[config.mk]
export PLATFORM = sky130hd
export DESIGN_NAME = lsag_core
export DESIGN_NICKNAME = d
export VERILOG_FILES = /design/src/hdl/lsag_pkg.sv /design/src/hdl/lsag_extend.sv /design/src/hdl/lsag_core.sv
export SDC_FILE = /design/constraint.sdc
export NUM_CORES = 1
export LEC_CHECK = 0
export BUFFER_PORTS_ARGS = -buffer_cell sky130_fd_sc_hd__clkbuf_2
export CORE_MARGIN = 4
export CORE_UTILIZATION = 50
export CTS_BUF_LIST = sky130_fd_sc_hd__clkbuf_16
export CTS_CLUSTER_SIZE = 40
export DETAILED_ROUTE_END_ITERATION = 10
export GPL_TIMING_DRIVEN = 0
export PLACE_DENSITY = 0.83
export SETUP_SLACK_MARGIN = 0.02
export SYNTH_ARGS = -nofsm -noshare
export SYNTH_HDL_FRONTEND = slang
export SYNTH_SLANG_ARGS = --single-unit
[constraint.sdc]
create_clock -name clk -period 4 [get_ports clk]
set_input_delay 0 -clock clk [delete_from_list [all_inputs] [get_ports clk]]
set_output_delay 0 -clock clk [all_outputs]
set_load 0.1 [all_outputs]
[src/hdl/lsag_pkg.sv]
/*
  Shared constants, types and helpers of the load/store address generator.
  Assumes a 16-entry register file with stack pointer, link register and
  program counter at the top three indices, and a 32-bit data bus.
*/
package lsag_pkg;

  // ==========================================================================
  // Widths and register indices
  // ==========================================================================
  localparam int unsigned LSAG_XLEN      = 32;
  localparam logic [3:0]  LSAG_SP_IDX    = 4'hd;
  localparam logic [3:0]  LSAG_LR_IDX    = 4'he;
  localparam logic [3:0]  LSAG_PC_IDX    = 4'hf;
  localparam logic [31:0] LSAG_WORD_STEP = 32'h0000_0004;
  localparam logic [31:0] LSAG_HALF_MASK = 32'hffff_fffe;
  localparam logic [31:0] LSAG_ZERO      = 32'h0000_0000;
  localparam logic [15:0] LSAG_NO_REGS   = 16'h0000;
  localparam int unsigned LSAG_BYTE_MSB  = 7;
  localparam int unsigned LSAG_HALF_MSB  = 15;

  // ==========================================================================
  // Program-counter-relative offset limits (13-bit two's complement)
  // ==========================================================================
  localparam logic signed [12:0] LSAG_PCREL_MAX = 13'sh0fff;
  localparam logic signed [12:0] LSAG_PCREL_MIN = -13'sh0fff;
  localparam logic signed [12:0] LSAG_DUAL_MAX  = 13'sh03fc;
  localparam logic signed [12:0] LSAG_DUAL_MIN  = -13'sh03fc;

  // ==========================================================================
  // Enumerations
  // ==========================================================================
  typedef enum logic [2:0] {
    LSAG_OP_REGOFF     = 3'h0,
    LSAG_OP_UNPRIV     = 3'h1,
    LSAG_OP_PCREL      = 3'h2,
    LSAG_OP_PCREL_DUAL = 3'h3,
    LSAG_OP_MULTI      = 3'h4
  } lsag_op_t;

  typedef enum logic [2:0] {
    LSAG_SZ_WORD  = 3'h0,
    LSAG_SZ_UBYTE = 3'h1,
    LSAG_SZ_UHALF = 3'h2,
    LSAG_SZ_SBYTE = 3'h3,
    LSAG_SZ_SHALF = 3'h4
  } lsag_size_t;

  // Mnemonic form of a multiple transfer, including stack aliases
  typedef enum logic [2:0] {
    LSAG_MF_DEFAULT = 3'h0,
    LSAG_MF_INC     = 3'h1,
    LSAG_MF_DEC     = 3'h2,
    LSAG_MF_FULLD   = 3'h3,
    LSAG_MF_EMPTYA  = 3'h4
  } lsag_mform_t;

  typedef enum logic {
    LSAG_DIR_INC_AFTER  = 1'b0,
    LSAG_DIR_DEC_BEFORE = 1'b1
  } lsag_dir_t;

  typedef enum logic [1:0] {
    LSAG_BUS_BYTE = 2'h0,
    LSAG_BUS_HALF = 2'h1,
    LSAG_BUS_WORD = 2'h2
  } lsag_bus_size_t;

  // ==========================================================================
  // Helpers
  // ==========================================================================
  // Resolve default mode and stack aliases to a real direction
  function automatic lsag_dir_t lsag_multi_dir(input lsag_mform_t form,
                                               input logic        is_load);
    lsag_dir_t d;
    case (form)
      LSAG_MF_DEC:    d = LSAG_DIR_DEC_BEFORE;
      LSAG_MF_FULLD:  d = is_load ? LSAG_DIR_INC_AFTER : LSAG_DIR_DEC_BEFORE;
      LSAG_MF_EMPTYA: d = is_load ? LSAG_DIR_DEC_BEFORE : LSAG_DIR_INC_AFTER;
      default:        d = LSAG_DIR_INC_AFTER;
    endcase
    return d;
  endfunction : lsag_multi_dir

  function automatic lsag_bus_size_t lsag_bus_size(input lsag_size_t s);
    lsag_bus_size_t b;
    case (s)
      LSAG_SZ_UBYTE, LSAG_SZ_SBYTE: b = LSAG_BUS_BYTE;
      LSAG_SZ_UHALF, LSAG_SZ_SHALF: b = LSAG_BUS_HALF;
      default:                      b = LSAG_BUS_WORD;
    endcase
    return b;
  endfunction : lsag_bus_size

endpackage : lsag_pkg

[src/hdl/lsag_extend.sv]
/*
  Load data extension: widens a byte or halfword read to a register value.
  Assumes the narrow datum sits in the low lanes of the read data.
*/
module lsag_extend (
  // Raw read data and access size
  input  wire logic [31:0]         raw_data,
  input  wire lsag_pkg::lsag_size_t size,
  // Register-ready value
  output logic [31:0]               reg_data
);

  // ==========================================================================
  // Zero or sign extension
  // ==========================================================================
  // Pure logic; the caller registers the result
  always_comb begin
    case (size)
      lsag_pkg::LSAG_SZ_UBYTE: reg_data = {24'h00_0000, raw_data[7:0]};
      lsag_pkg::LSAG_SZ_UHALF: reg_data = {16'h0000, raw_data[15:0]};
      lsag_pkg::LSAG_SZ_SBYTE:
        reg_data = {{24{raw_data[lsag_pkg::LSAG_BYTE_MSB]}}, raw_data[7:0]};
      lsag_pkg::LSAG_SZ_SHALF:
        reg_data = {{16{raw_data[lsag_pkg::LSAG_HALF_MSB]}}, raw_data[15:0]};
      default:                 reg_data = raw_data;
    endcase
  end

endmodule : lsag_extend

[src/hdl/lsag_core.sv]
/*
  Address generation and sequencing for single and multiple register memory
  transfers. Takes one decoded command at a time with its register operands
  already read, runs the bus beats, and returns register writes, base
  writeback and branches. Assumes the core supplies store data for the
  register named on mem_reg_q and holds a beat's bus signals until mem_ack.
*/
// Function
// - Register offset address is base plus shifted offset
// - Narrow loads zero or sign extended
// - Signed sizes rejected on stores
// - PC load branches with bit zero cleared
// - Condition flags never written
// - Unprivileged offset 0 to 255 added
// - Unprivileged forms always flag unprivileged access
// - Unprivileged software sees ordinary behaviour
// - Dual PC-relative offset range checked; single form only against its minimum
// - Increment-after walks upward lowest register first
// - Decrement-before walks downward highest register first
// - Writeback stores final accessed address
// - Default multiple mode is increment-after
// - Stack aliases mapped to real modes
// - Multiple transfers words only, nonempty list
module lsag_core (
  // Clock and reset
  input  wire logic                    clk,
  input  wire logic                    sys_rst,
  // Command from the decoder
  input  wire logic                    cmd_valid,
  output logic                         cmd_ready_q,
  input  wire lsag_pkg::lsag_op_t      cmd_op,
  input  wire logic                    cmd_load,
  input  wire lsag_pkg::lsag_size_t    cmd_size,
  input  wire logic                    cmd_cond_pass,
  input  wire logic                    cmd_privileged,
  input  wire logic [3:0]              cmd_xfer_reg,
  input  wire logic [3:0]              cmd_xfer2_reg,
  input  wire logic [3:0]              cmd_base_reg,
  input  wire logic [31:0]             cmd_base_val,
  input  wire logic [31:0]             cmd_offset_val,
  input  wire logic [1:0]              cmd_shift,
  input  wire logic [7:0]              cmd_unpriv_imm,
  input  wire logic [31:0]             cmd_pc_val,
  input  wire logic signed [12:0]      cmd_pc_off,
  input  wire logic [15:0]             cmd_reg_list,
  input  wire lsag_pkg::lsag_mform_t   cmd_multi_form,
  input  wire logic                    cmd_writeback,
  // Memory side
  output logic                         mem_req_q,
  output logic                         mem_write_q,
  output logic [31:0]                  mem_addr_q,
  output lsag_pkg::lsag_bus_size_t     mem_size_q,
  output logic                         mem_unpriv_q,
  output logic [3:0]                   mem_reg_q,
  input  wire logic                    mem_ack,
  input  wire logic [31:0]             mem_rdata,
  // Register file and branch results
  output logic                         rf_we_q,
  output logic [3:0]                   rf_idx_q,
  output logic [31:0]                  rf_data_q,
  output logic                         bwb_we_q,
  output logic [3:0]                   bwb_idx_q,
  output logic [31:0]                  bwb_data_q,
  output logic                         br_valid_q,
  output logic [31:0]                  br_target_q,
  // Status
  output logic                         done_q,
  output logic                         reject_q,
  output logic                         flags_we_q
);

  // ==========================================================================
  // Types and helpers
  // ==========================================================================
  typedef enum logic [1:0] {
    LSAG_ST_IDLE  = 2'b00,
    LSAG_ST_ISSUE = 2'b01,
    LSAG_ST_WAIT  = 2'b10
  } lsag_state_t;

  function automatic logic [3:0] lsag_lowest(input logic [15:0] m);
    logic [3:0] idx;
    idx = 4'h0;
    for (int i = 15; i >= 0; i--) begin
      if (m[i]) idx = 4'(i);
    end
    return idx;
  endfunction : lsag_lowest

  function automatic logic [3:0] lsag_highest(input logic [15:0] m);
    logic [3:0] idx;
    idx = 4'h0;
    for (int i = 0; i < 16; i++) begin
      if (m[i]) idx = 4'(i);
    end
    return idx;
  endfunction : lsag_highest

  // ==========================================================================
  // State
  // ==========================================================================
  lsag_state_t               state_q;
  lsag_pkg::lsag_op_t        op_q;
  lsag_pkg::lsag_size_t      size_q;
  lsag_pkg::lsag_dir_t       dir_q;
  logic                      load_q;
  logic                      unpriv_q;
  logic                      wb_q;
  logic                      beat2_q;
  logic [3:0]                xfer_q;
  logic [3:0]                xfer2_q;
  logic [3:0]                base_q;
  logic [31:0]               addr_q;
  logic [15:0]               list_q;
  logic [31:0]               ext_data;

  logic                      accept;
  logic                      illegal;
  logic                      beat_ack;
  logic                      more;
  logic [3:0]                cur_reg;
  logic [15:0]               list_rest;
  logic [31:0]               start_addr;
  lsag_pkg::lsag_size_t      beat_size;

  assign accept   = cmd_valid && cmd_ready_q;
  assign beat_ack = (state_q == LSAG_ST_WAIT) && mem_ack;

  // Legality the device itself enforces; producer-side limits are trusted
  always_comb begin
    illegal = 1'b0;
    if (!cmd_load && (cmd_size == lsag_pkg::LSAG_SZ_SBYTE ||
                      cmd_size == lsag_pkg::LSAG_SZ_SHALF) &&
        cmd_op != lsag_pkg::LSAG_OP_MULTI) illegal = 1'b1;
    if (cmd_op == lsag_pkg::LSAG_OP_MULTI &&
        cmd_reg_list == lsag_pkg::LSAG_NO_REGS) illegal = 1'b1;
    if (cmd_op == lsag_pkg::LSAG_OP_PCREL &&
        (cmd_pc_off < lsag_pkg::LSAG_PCREL_MIN)) illegal = 1'b1;
    if (cmd_op == lsag_pkg::LSAG_OP_PCREL_DUAL &&
        (cmd_pc_off < lsag_pkg::LSAG_DUAL_MIN ||
         cmd_pc_off > lsag_pkg::LSAG_DUAL_MAX)) illegal = 1'b1;
    // Program-counter-relative forms exist only as loads
    if ((cmd_op == lsag_pkg::LSAG_OP_PCREL ||
         cmd_op == lsag_pkg::LSAG_OP_PCREL_DUAL) && !cmd_load) illegal = 1'b1;
  end

  // First access address per addressing form
  always_comb begin
    case (cmd_op)
      lsag_pkg::LSAG_OP_REGOFF:
        start_addr = cmd_base_val + (cmd_offset_val << cmd_shift);
      lsag_pkg::LSAG_OP_UNPRIV:
        start_addr = cmd_base_val + {24'h00_0000, cmd_unpriv_imm};
      lsag_pkg::LSAG_OP_PCREL, lsag_pkg::LSAG_OP_PCREL_DUAL:
        start_addr = cmd_pc_val + {{19{cmd_pc_off[12]}}, cmd_pc_off};
      default:
        start_addr = cmd_base_val;
    endcase
  end

  // Register of the current beat and what is left of the list
  always_comb begin
    if (op_q == lsag_pkg::LSAG_OP_MULTI) begin
      cur_reg = (dir_q == lsag_pkg::LSAG_DIR_INC_AFTER) ? lsag_lowest(list_q)
                                                        : lsag_highest(list_q);
    end else begin
      cur_reg = beat2_q ? xfer2_q : xfer_q;
    end
    list_rest = list_q & ~(16'h0001 << cur_reg);
    more      = (op_q == lsag_pkg::LSAG_OP_MULTI) ? (list_rest != lsag_pkg::LSAG_NO_REGS)
              : (op_q == lsag_pkg::LSAG_OP_PCREL_DUAL) && !beat2_q;
    // Multiple and dual transfers move whole words only
    beat_size = (op_q == lsag_pkg::LSAG_OP_MULTI ||
                 op_q == lsag_pkg::LSAG_OP_PCREL_DUAL) ? lsag_pkg::LSAG_SZ_WORD
                                                       : size_q;
  end

  lsag_extend u_extend (
    .raw_data (mem_rdata),
    .size     (beat_size),
    .reg_data (ext_data)
  );

  // ==========================================================================
  // Sequencer
  // ==========================================================================
  // Command capture and beat stepping
  always_ff @(posedge clk) begin
    if (sys_rst) begin
      state_q     <= LSAG_ST_IDLE;
      cmd_ready_q <= 1'b0;
      op_q        <= lsag_pkg::LSAG_OP_REGOFF;
      size_q      <= lsag_pkg::LSAG_SZ_WORD;
      dir_q       <= lsag_pkg::LSAG_DIR_INC_AFTER;
      load_q      <= 1'b0;
      unpriv_q    <= 1'b0;
      wb_q        <= 1'b0;
      beat2_q     <= 1'b0;
      xfer_q      <= 4'h0;
      xfer2_q     <= 4'h0;
      base_q      <= 4'h0;
      addr_q      <= lsag_pkg::LSAG_ZERO;
      list_q      <= lsag_pkg::LSAG_NO_REGS;
    end else begin
      case (state_q)
        LSAG_ST_IDLE: begin
          cmd_ready_q <= 1'b1;
          // Rejected or failed commands retire in IDLE without any access
          if (accept && cmd_cond_pass && !illegal) begin
            cmd_ready_q <= 1'b0;
            state_q     <= LSAG_ST_ISSUE;
            op_q        <= cmd_op;
            size_q      <= cmd_size;
            // Non-multiple forms step upward, so a dual load's second word is at +4
            dir_q       <= (cmd_op == lsag_pkg::LSAG_OP_MULTI)
                           ? lsag_pkg::lsag_multi_dir(cmd_multi_form, cmd_load)
                           : lsag_pkg::LSAG_DIR_INC_AFTER;
            load_q      <= cmd_load;
            // Privileged code loses its privilege only on the unprivileged forms
            unpriv_q    <= (cmd_op == lsag_pkg::LSAG_OP_UNPRIV) || !cmd_privileged;
            wb_q        <= cmd_writeback;
            beat2_q     <= 1'b0;
            xfer_q      <= cmd_xfer_reg;
            xfer2_q     <= cmd_xfer2_reg;
            base_q      <= cmd_base_reg;
            addr_q      <= start_addr;
            list_q      <= cmd_reg_list;
          end
        end
        LSAG_ST_ISSUE: state_q <= LSAG_ST_WAIT;
        LSAG_ST_WAIT: begin
          if (mem_ack) begin
            if (more) begin
              state_q <= LSAG_ST_ISSUE;
              beat2_q <= 1'b1;
              list_q  <= list_rest;
              addr_q  <= (dir_q == lsag_pkg::LSAG_DIR_DEC_BEFORE)
                         ? addr_q - lsag_pkg::LSAG_WORD_STEP
                         : addr_q + lsag_pkg::LSAG_WORD_STEP;
            end else begin
              state_q     <= LSAG_ST_IDLE;
              cmd_ready_q <= 1'b1;
            end
          end
        end
        default: state_q <= LSAG_ST_IDLE;
      endcase
    end
  end

  // ==========================================================================
  // Memory request
  // ==========================================================================
  // Beat signals are held stable until the acknowledge
  always_ff @(posedge clk) begin
    if (sys_rst) begin
      mem_req_q    <= 1'b0;
      mem_write_q  <= 1'b0;
      mem_addr_q   <= lsag_pkg::LSAG_ZERO;
      mem_size_q   <= lsag_pkg::LSAG_BUS_WORD;
      mem_unpriv_q <= 1'b0;
      mem_reg_q    <= 4'h0;
    end else if (state_q == LSAG_ST_ISSUE) begin
      mem_req_q    <= 1'b1;
      mem_write_q  <= !load_q;
      mem_addr_q   <= addr_q;
      mem_size_q   <= lsag_pkg::lsag_bus_size(beat_size);
      mem_unpriv_q <= unpriv_q;
      mem_reg_q    <= cur_reg;
    end else if (beat_ack) begin
      mem_req_q    <= 1'b0;
    end
  end

  // ==========================================================================
  // Register results and branch
  // ==========================================================================
  // A program counter load becomes a branch, never a plain register write
  always_ff @(posedge clk) begin
    if (sys_rst) begin
      rf_we_q     <= 1'b0;
      rf_idx_q    <= 4'h0;
      rf_data_q   <= lsag_pkg::LSAG_ZERO;
      br_valid_q  <= 1'b0;
      br_target_q <= lsag_pkg::LSAG_ZERO;
    end else begin
      rf_we_q    <= beat_ack && load_q && (cur_reg != lsag_pkg::LSAG_PC_IDX);
      br_valid_q <= beat_ack && load_q && (cur_reg == lsag_pkg::LSAG_PC_IDX);
      if (beat_ack && load_q) begin
        rf_idx_q    <= cur_reg;
        rf_data_q   <= ext_data;
        br_target_q <= mem_rdata & lsag_pkg::LSAG_HALF_MASK;
      end
    end
  end

  // Base writeback after the last beat; list never holds the base then
  always_ff @(posedge clk) begin
    if (sys_rst) begin
      bwb_we_q   <= 1'b0;
      bwb_idx_q  <= 4'h0;
      bwb_data_q <= lsag_pkg::LSAG_ZERO;
    end else begin
      bwb_we_q <= beat_ack && !more && wb_q &&
                  (op_q == lsag_pkg::LSAG_OP_MULTI);
      if (beat_ack && !more) begin
        bwb_idx_q  <= base_q;
        bwb_data_q <= addr_q;
      end
    end
  end

  // ==========================================================================
  // Status
  // ==========================================================================
  // Flag write enable exists so the core can merge it; it never rises
  always_ff @(posedge clk) begin
    if (sys_rst) begin
      done_q     <= 1'b0;
      reject_q   <= 1'b0;
      flags_we_q <= 1'b0;
    end else begin
      done_q     <= (accept && (!cmd_cond_pass || illegal)) || (beat_ack && !more);
      reject_q   <= accept && cmd_cond_pass && illegal;
      flags_we_q <= 1'b0;
    end
  end
endmodule : lsag_core

Yosys cells after proc, flatten, opt, wreduce, memory -nomap -nowiden --
Cells that the tools add are included.
Storage, ports and cells: bits in registers 223, input port bits 196, output and inout port bits 152
Operators by class: add/subtract/negate cells 5, $lt $le $gt $ge 3, equal/unequal tests 24, shift operators 2, mux-type cells 71, bitwise logic cells 2, reductions and logical operators 46
Operators with widths (number):
- two-way mux 4 bit | 33
- two-way mux 32 bit | 4
- one-hot mux 32 bit (4 select lines) | 1
- one-hot mux 32 bit (3 select lines) | 1
- adder 32 bit | 2
- one-hot mux 32 bit (2 select lines) | 1
- two-way mux 16 bit | 3
- adder 32 x 3 -> 32 bit, second input constant | 1
- adder 32 x 8 -> 32 bit | 1
- one-hot mux 16 bit (2 select lines) | 1
- << shifter 32 x 2 -> 32 bit | 1
- subtractor 32 x 3 -> 32 bit, second input constant | 1
- == test 3 x 2 -> 1 bit, second input constant | 8
- logical AND 1 bit | 19
- two-way mux 1 bit | 19
- AND 16 bit | 1
- logical NOT 16 bit | 1
- NOT 16 bit | 1
- nonzero test 16 bit | 1
- << shifter 1 x 4 -> 16 bit, first input constant | 1
- == test 3 bit, second input constant | 5
- > comparator 13 x 11 -> 1 bit, second input constant | 1
- less-than comparator 13 x 11 -> 1 bit, second input constant | 1
- less-than comparator 13 bit, second input constant | 1
- 22 further kinds | 44

Longest topological paths before layout --
depth in word-level cells 27, gate-level depth with buffers 19, depth with buffers taken out 18

Cells and area by module --
From an unflattened synthesis, not the netlist that was laid out.
Unflattened totals: cell total of the unflattened synthesis 2039, area, all modules 15556.2 um^2
By module, submodules not included:
- lsag_core | instances 1, cells an instance 1916, area each 14828.0 um^2, sequential area each 4464.3 um^2
- lsag_extend | instances 1, cells an instance 123, area each 728.2 um^2, sequential area each 0.0 um^2

Least setup slack after synthesis --
OpenSTA, ideal clock, no wires.
kind input -> register, start input cmd_shift[0], end register addr_q[24], library setup time 0.086 ns, arrival time 3.817 ns, setup slack 0.096 ns, stages on the path 18, buffers on the path 2, cell sequence clkbuf_1 buf_1 mux2_2 nor2_1 a21oi_1 nor2_1 nor2_1 ha_1 or4_1 o21ai_0 o22ai_1 a31oi_1 nand2b_1 a21oi_1 xor2_1 o311ai_0 o22ai_1 a211oi_1
Between the ends: longest elaborated chain between the ends 5
RTL lines:
- start: declaration | RTL line lsag_core.sv:41 | input wire logic [1:0] cmd_shift,
- << shifter 32 x 2 -> 32 bit | RTL line lsag_core.sv:151 | start_addr = cmd_base_val + (cmd_offset_val << cmd_shift);
- adder 32 bit | RTL line lsag_core.sv:151
- one-hot mux 32 bit (3 select lines) | RTL line lsag_core.sv:149 | case (cmd_op)
- two-way mux 32 bit | RTL line lsag_core.sv:209 | if (accept && cmd_cond_pass && !illegal) begin
- one-hot mux 32 bit (2 select lines) | RTL line lsag_core.sv:205 | case (state_q)
- end signal: assignment | RTL line lsag_core.sv:202 | addr_q <= lsag_pkg::LSAG_ZERO;
- end signal: assignment | RTL line lsag_core.sv:226 | addr_q <= start_addr;
- end signal: assignment | RTL line lsag_core.sv:237 | addr_q <= (dir_q == lsag_pkg::LSAG_DIR_DEC_BEFORE)
- end: declaration | RTL line lsag_core.sv:113 | logic [31:0] addr_q;
Every way passes these cells. The select of a mux whose other input is x is not followed. A chain may end at the register's enable or synchronous reset.

Worst setup path after layout --
start register list_q[6], end register bwb_idx_q[1]
Between the ends: longest elaborated chain between the ends 19
RTL lines:
- start: declaration | RTL line lsag_core.sv:114 | logic [15:0] list_q;
- start signal: assignment | RTL line lsag_core.sv:203 | list_q <= lsag_pkg::LSAG_NO_REGS;
- start signal: assignment | RTL line lsag_core.sv:227 | list_q <= cmd_reg_list;
- start signal: assignment | RTL line lsag_core.sv:236 | list_q <= list_rest;
- two-way mux 4 bit (10 in a row) | RTL line lsag_core.sv:94 | if (m[i]) idx = 4'(i);
- two-way mux 4 bit | RTL line lsag_core.sv:164 | cur_reg = (dir_q == lsag_pkg::LSAG_DIR_INC_AFTER) ? lsag_lowest(list_q)
- two-way mux 4 bit | RTL line lsag_core.sv:163 | if (op_q == lsag_pkg::LSAG_OP_MULTI) begin
- << shifter 1 x 4 -> 16 bit | RTL line lsag_core.sv:169 | list_rest = list_q & ~(16'h0001 << cur_reg);
- NOT 16 bit | RTL line lsag_core.sv:169
- AND 16 bit (*) | RTL line lsag_core.sv:169
- nonzero test 16 bit (*) | RTL line lsag_core.sv:170 | more = (op_q == lsag_pkg::LSAG_OP_MULTI) ? (list_rest != lsag_pkg::LSAG_NO_REGS)
- two-way mux 1 bit (*) | RTL line lsag_core.sv:170
- logical NOT 1 bit (*) | RTL line lsag_core.sv:306 | if (beat_ack && !more) begin
- logical AND 1 bit (*) | RTL line lsag_core.sv:306
- end signal: assignment | RTL line lsag_core.sv:307 | bwb_idx_q <= base_q;
- end: declaration | RTL line lsag_core.sv:62 | output logic [3:0] bwb_idx_q,
Every way passes the cells marked *; elsewhere a longest branch is shown, timed or not.

==> results_tabular.tex <==
\begin{tabular}{lr}
\hline
Metric & Value \\
\hline
\multicolumn{2}{l}{\textbf{Yosys}} \\
Post-synthesis simple-gate area fraction & 0.194 \\
Post-synth design cell area & 14700 sq um \\
Fraction of the mapped netlist area in adder cells & 0.0810 \\
Number of standard cells after synthesis & 1847 \\
Most numerous cell in the Yosys netlist & nand2\_1 \\
Synth top cells by count & 244 x nand2\_1, 216 x dfxtp\_1, 202 x a21oi\_1, 198 x nor2\_1, 122 x o21ai\_0 \\
Primary flip-flop cell chosen by synthesis mapping & dfxtp\_1 \\
Multiplexer share of the synthesized area & 0.0833 \\
Cell type with the highest aggregate area in the netlist & dfxtp\_1 \\
Post-synthesis async set-or-reset flop share & 0 \\
Synth Area in Compound Gates & 0.256 \\
Sequential area share after synthesis & 0.295 \\
Top area cells in the synthesized netlist & dfxtp\_1 30\%, ha\_1 7.7\%, a21oi\_1 6.9\%, nand2\_1 6.3\%, nor2\_1 5.1\% \\
Distinct cells, synth & 82 \\
Average size of a mapped cell & 7.93 sq um \\
Dominant combinational cell family by area after synthesis & compound AO/OA/AOI/OAI gates \\
Yosys warning count & 0 \\
Fraction of synthesized cell area taken by the top area cell type & 0.295 \\
Xor/xnor share of the synthesized area & 0.0466 \\
Synthesis-stage register bit count & 216 \\
Number of synthesized flops with an enable pin & 0 \\
\multicolumn{2}{l}{\textbf{STA}} \\
Worst hold margin & 0.00677 ns \\
Remaining max-slew budget at the tightest pin & 0.307 \\
Setup violations, final & 0 \\
Setup clock skew after layout & 0.0297 ns \\
Max frequency & 258 MHz \\
Final-report max-slew violation count & 0 \\
Final hold viol count & 0 \\
Min Tclk post-route & 3.87 ns \\
Crit share post-route & 0.968 \\
Unrepaired setup endpoints after global routing & yes \\
Slew of the pin with the lowest slew margin & 1.03 ns \\
Worst Setup Slack, final & 0.127 ns \\
\multicolumn{2}{l}{\textbf{Setup path}} \\
Buffering stage count on the worst path with inverters included & 3 \\
Category of the worst setup path capture point & register \\
Critical-path maximum fanout & 10 \\
Type of the worst setup path & register to register \\
CP required & 4.40 ns \\
Worst setup slack for register-to-register paths & 0.13 ns \\
Category of cells accounting for the largest share of critical-path delay & simple AND/OR/NAND/NOR gates \\
CP peak stage delay & 0.52 ns \\
Arrival time at the worst endpoint & 4.27 ns \\
Kind of start point of the critical path & register \\
Library cell contributing the largest single delay on the critical path & or4\_1 \\
Cell breakdown of the critical path & inv\_1 -> or4\_1 -> a311oi\_2 -> nor2\_2 -> or4\_1 -> a221oi\_2 -> nand3\_1 -> o22ai\_2 -> buf\_6 -> buf\_6 -> mux2i\_1 -> nor2\_1 \\
\multicolumn{2}{l}{\textbf{Global routing}} \\
GRT overflow & 0 \\
Number of antenna violations at the first check in global routing & 1 \\
Via count of the first global-routing pass & 15500 \\
Global-route wire length before repair & 81900 um \\
Largest net degree at the start of global routing & 40 \\
All-Layer GR Usage & 0.321 \\
\multicolumn{2}{l}{\textbf{Die}} \\
Overall die height & 179 um \\
Placeable core region & 28800 sq um \\
Initial Utilization & 0.509 \\
Count of pins on the block boundary & 348 \\
Die Footprint & 32100 sq um \\
Die extent in x & 179 um \\
Placement Rows & 62 \\
\multicolumn{2}{l}{\textbf{Drt}} \\
Overall routed net length & 55500 um \\
Final routed DRC violation total & 0 \\
Count of TritonRoute iterations in the first routing pass & 6 \\
Routed length per placed instance & 20.6 um \\
Number of vias in the routed layout & 16600 \\
Number of nets with antenna violations after detailed routing & 0 \\
Detailed router's first-iteration violation count & 1785 \\
Vias per cell & 6.15 \\
\multicolumn{2}{l}{\textbf{Placement}} \\
Setup WS pre-CTS & -0.724 ns \\
Final GP Congestion & 0.990 \\
Placed inst area & 16800 sq um \\
Number of port buffers & 342 \\
HPWL after detailed placement & 41900 um \\
\multicolumn{2}{l}{\textbf{Layout}} \\
Area occupied by multi-input gates & 9710 sq um \\
Number of nets in the layout & 2585 \\
Sequential cell area & 4330 sq um \\
Fin area & 18500 sq um \\
Share of cells above drive strength 1 & 0.201 \\
Fill cell total of the finished layout & 2333 \\
Synth-to-layout area growth & 26.2\% \\
\multicolumn{2}{l}{\textbf{Run status}} \\
Status & completed \\
\multicolumn{2}{l}{\textbf{Hold path}} \\
Type of the tightest min-delay check & input port to register \\
\multicolumn{2}{l}{\textbf{Clock network}} \\
Clock tree from TritonCTS & built \\
Clock transition at the register clock pins on the worst setup and hold paths after CTS & 0.06 ns \\
\# H-tree levels & 1 \\
TritonCTS buffer count & 23 \\
Worst skew pair latency & 0.54 ns \\
Deepest clock path buffer count & 3 \\
Buffer cell driving the clock tree root & clkbuf\_16 \\
Clock sinks & 216 \\
\multicolumn{2}{l}{\textbf{Power}} \\
Leakage power & 8.15 nW \\
Pwr dens & 323 nW/um\^{}2 \\
VDD IR max & 341 uV \\
\multicolumn{2}{l}{\textbf{Job}} \\
MaxCap Viol Count & 0 \\
\hline
\end{tabular}
-- worst register-to-register path, cell delays in order (launching register included) --
cell,delay (ns)
dfxtp_1,0.50
inv_1,0.16
or4_1,0.51
a311oi_2,0.42
nor2_2,0.19
or4_1,0.52
a221oi_2,0.29
nand3_1,0.16
o22ai_2,0.21
buf_6,0.22
buf_6,0.21
mux2i_1,0.31
nor2_1,0.06
-- metal layers --
metal | up-vias | routed length, um | GRT usage
met5 | - | 0 | 0
met2 | 1080 | 25700 | 0.538
met4 | 0 | 2720 | 0.141
met1 | 7681 | 21600 | 0.406
met3 | 214 | 5510 | 0.0534
li1 | 7624 | - | -
-- area by class of cell --
type,count,area share
multi-input combinational,1484,0.525
clock inverter,19,0.00995
clock buffer,23,0.0311
timing repair buffer,424,0.138
tap,384,0.0260
sequential,216,0.234
antenna,3,0.000406
buffer,116,0.0291
inverter,31,0.00629
-- logic make-up after synthesis --
| logic type | count (synthesis) |
|---|---|
| AND/OR/NAND/NOR | 632 |
| buffers and inverters | 148 |
| flip-flops | 216 |
| AO/OA/AOI/OAI | 586 |
| adder cells (fa/ha/maj) | 93 |
| multiplexers | 93 |
| XOR/XNOR | 78 |
| other | 1 |
-- layout by cell type, fill, tap and decap left out, types with 8 or more instances in the layout --
master	n
clkbuf_2	346
nand2_1	244
dfxtp_1	215
a21oi_1	202
nor2_1	195
o21ai_0	121
ha_1	90
dlygate4sd3_1	81
clkbuf_1	79
mux2i_1	68
a21o_1	49
xnor2_1	43
xor2_1	35
inv_1	34
a211oi_1	34
and2_1	32
a31oi_1	29
nor3_1	26
mux4_2	23
nand3_1	23
clkbuf_16	23
nand2b_1	22
nor2b_1	18
o211ai_1	18
and3_1	17
nor4_1	16
o21a_1	15
a32o_1	15
buf_4	12
buf_2	9
a211oi_2	8
-- power breakdown --
part / leakage (nW) / switching, mW / total [mW] / internal [mW]
Sequential: 1.75 / 0.0466 / 2.24 / 2.19
Clock: 0.388 / 0.936 / 2.19 / 1.26
Combinational: 6.02 / 0.903 / 1.54 / 0.638
Total: 8.15 / 1.89 / 5.97 / 4.08
-- worst paths after layout --
kind                        start             end  cells past startpoint
setup / recovery        list_q[6]    bwb_idx_q[1]                     12
hold / removal    cmd_base_val[6]       addr_q[6]                      5
setup reg to reg        list_q[6]    bwb_idx_q[1]                     12
hold reg to reg    mem_addr_q[27]  mem_addr_q[27]                      2
-- through the flow --
stage	util	setup TNS (ns)	cells	power, mW
after floorplan	-	0	1848	3.27
after CTS	0.640	0	2696	5.90
after detailed placement	0.585	-38.46	2574	3.70
after global placement	0.585	-38.92	2574	3.67
final	0.643	0	2700	5.97
after global routing	0.642	-0.00597	2698	6.17
-- sequential cells by signal, indices dropped and copies added (netlist names), 2 cells and up --
name,flops
addr_q,32
base_q,4
br_target_q,24
bwb_data_q,32
bwb_idx_q,4
list_q,16
mem_addr_q,32
mem_reg_q,4
mem_size_q,2
op_q,3
rf_data_q,32
rf_idx_q,4
size_q,3
state_q,2
xfer2_q,4
xfer_q,4
-- repair_timing --
action / CTS / global route
endpoints found under the hold margin: 106 / 0
setup endpoints to repair: 87 / 29
resized for setup: 4 / 16
buffers inserted: 0 / 1
hold buffers: 81 / 0
No activity file was read; power rests on OpenSTA's default activity.
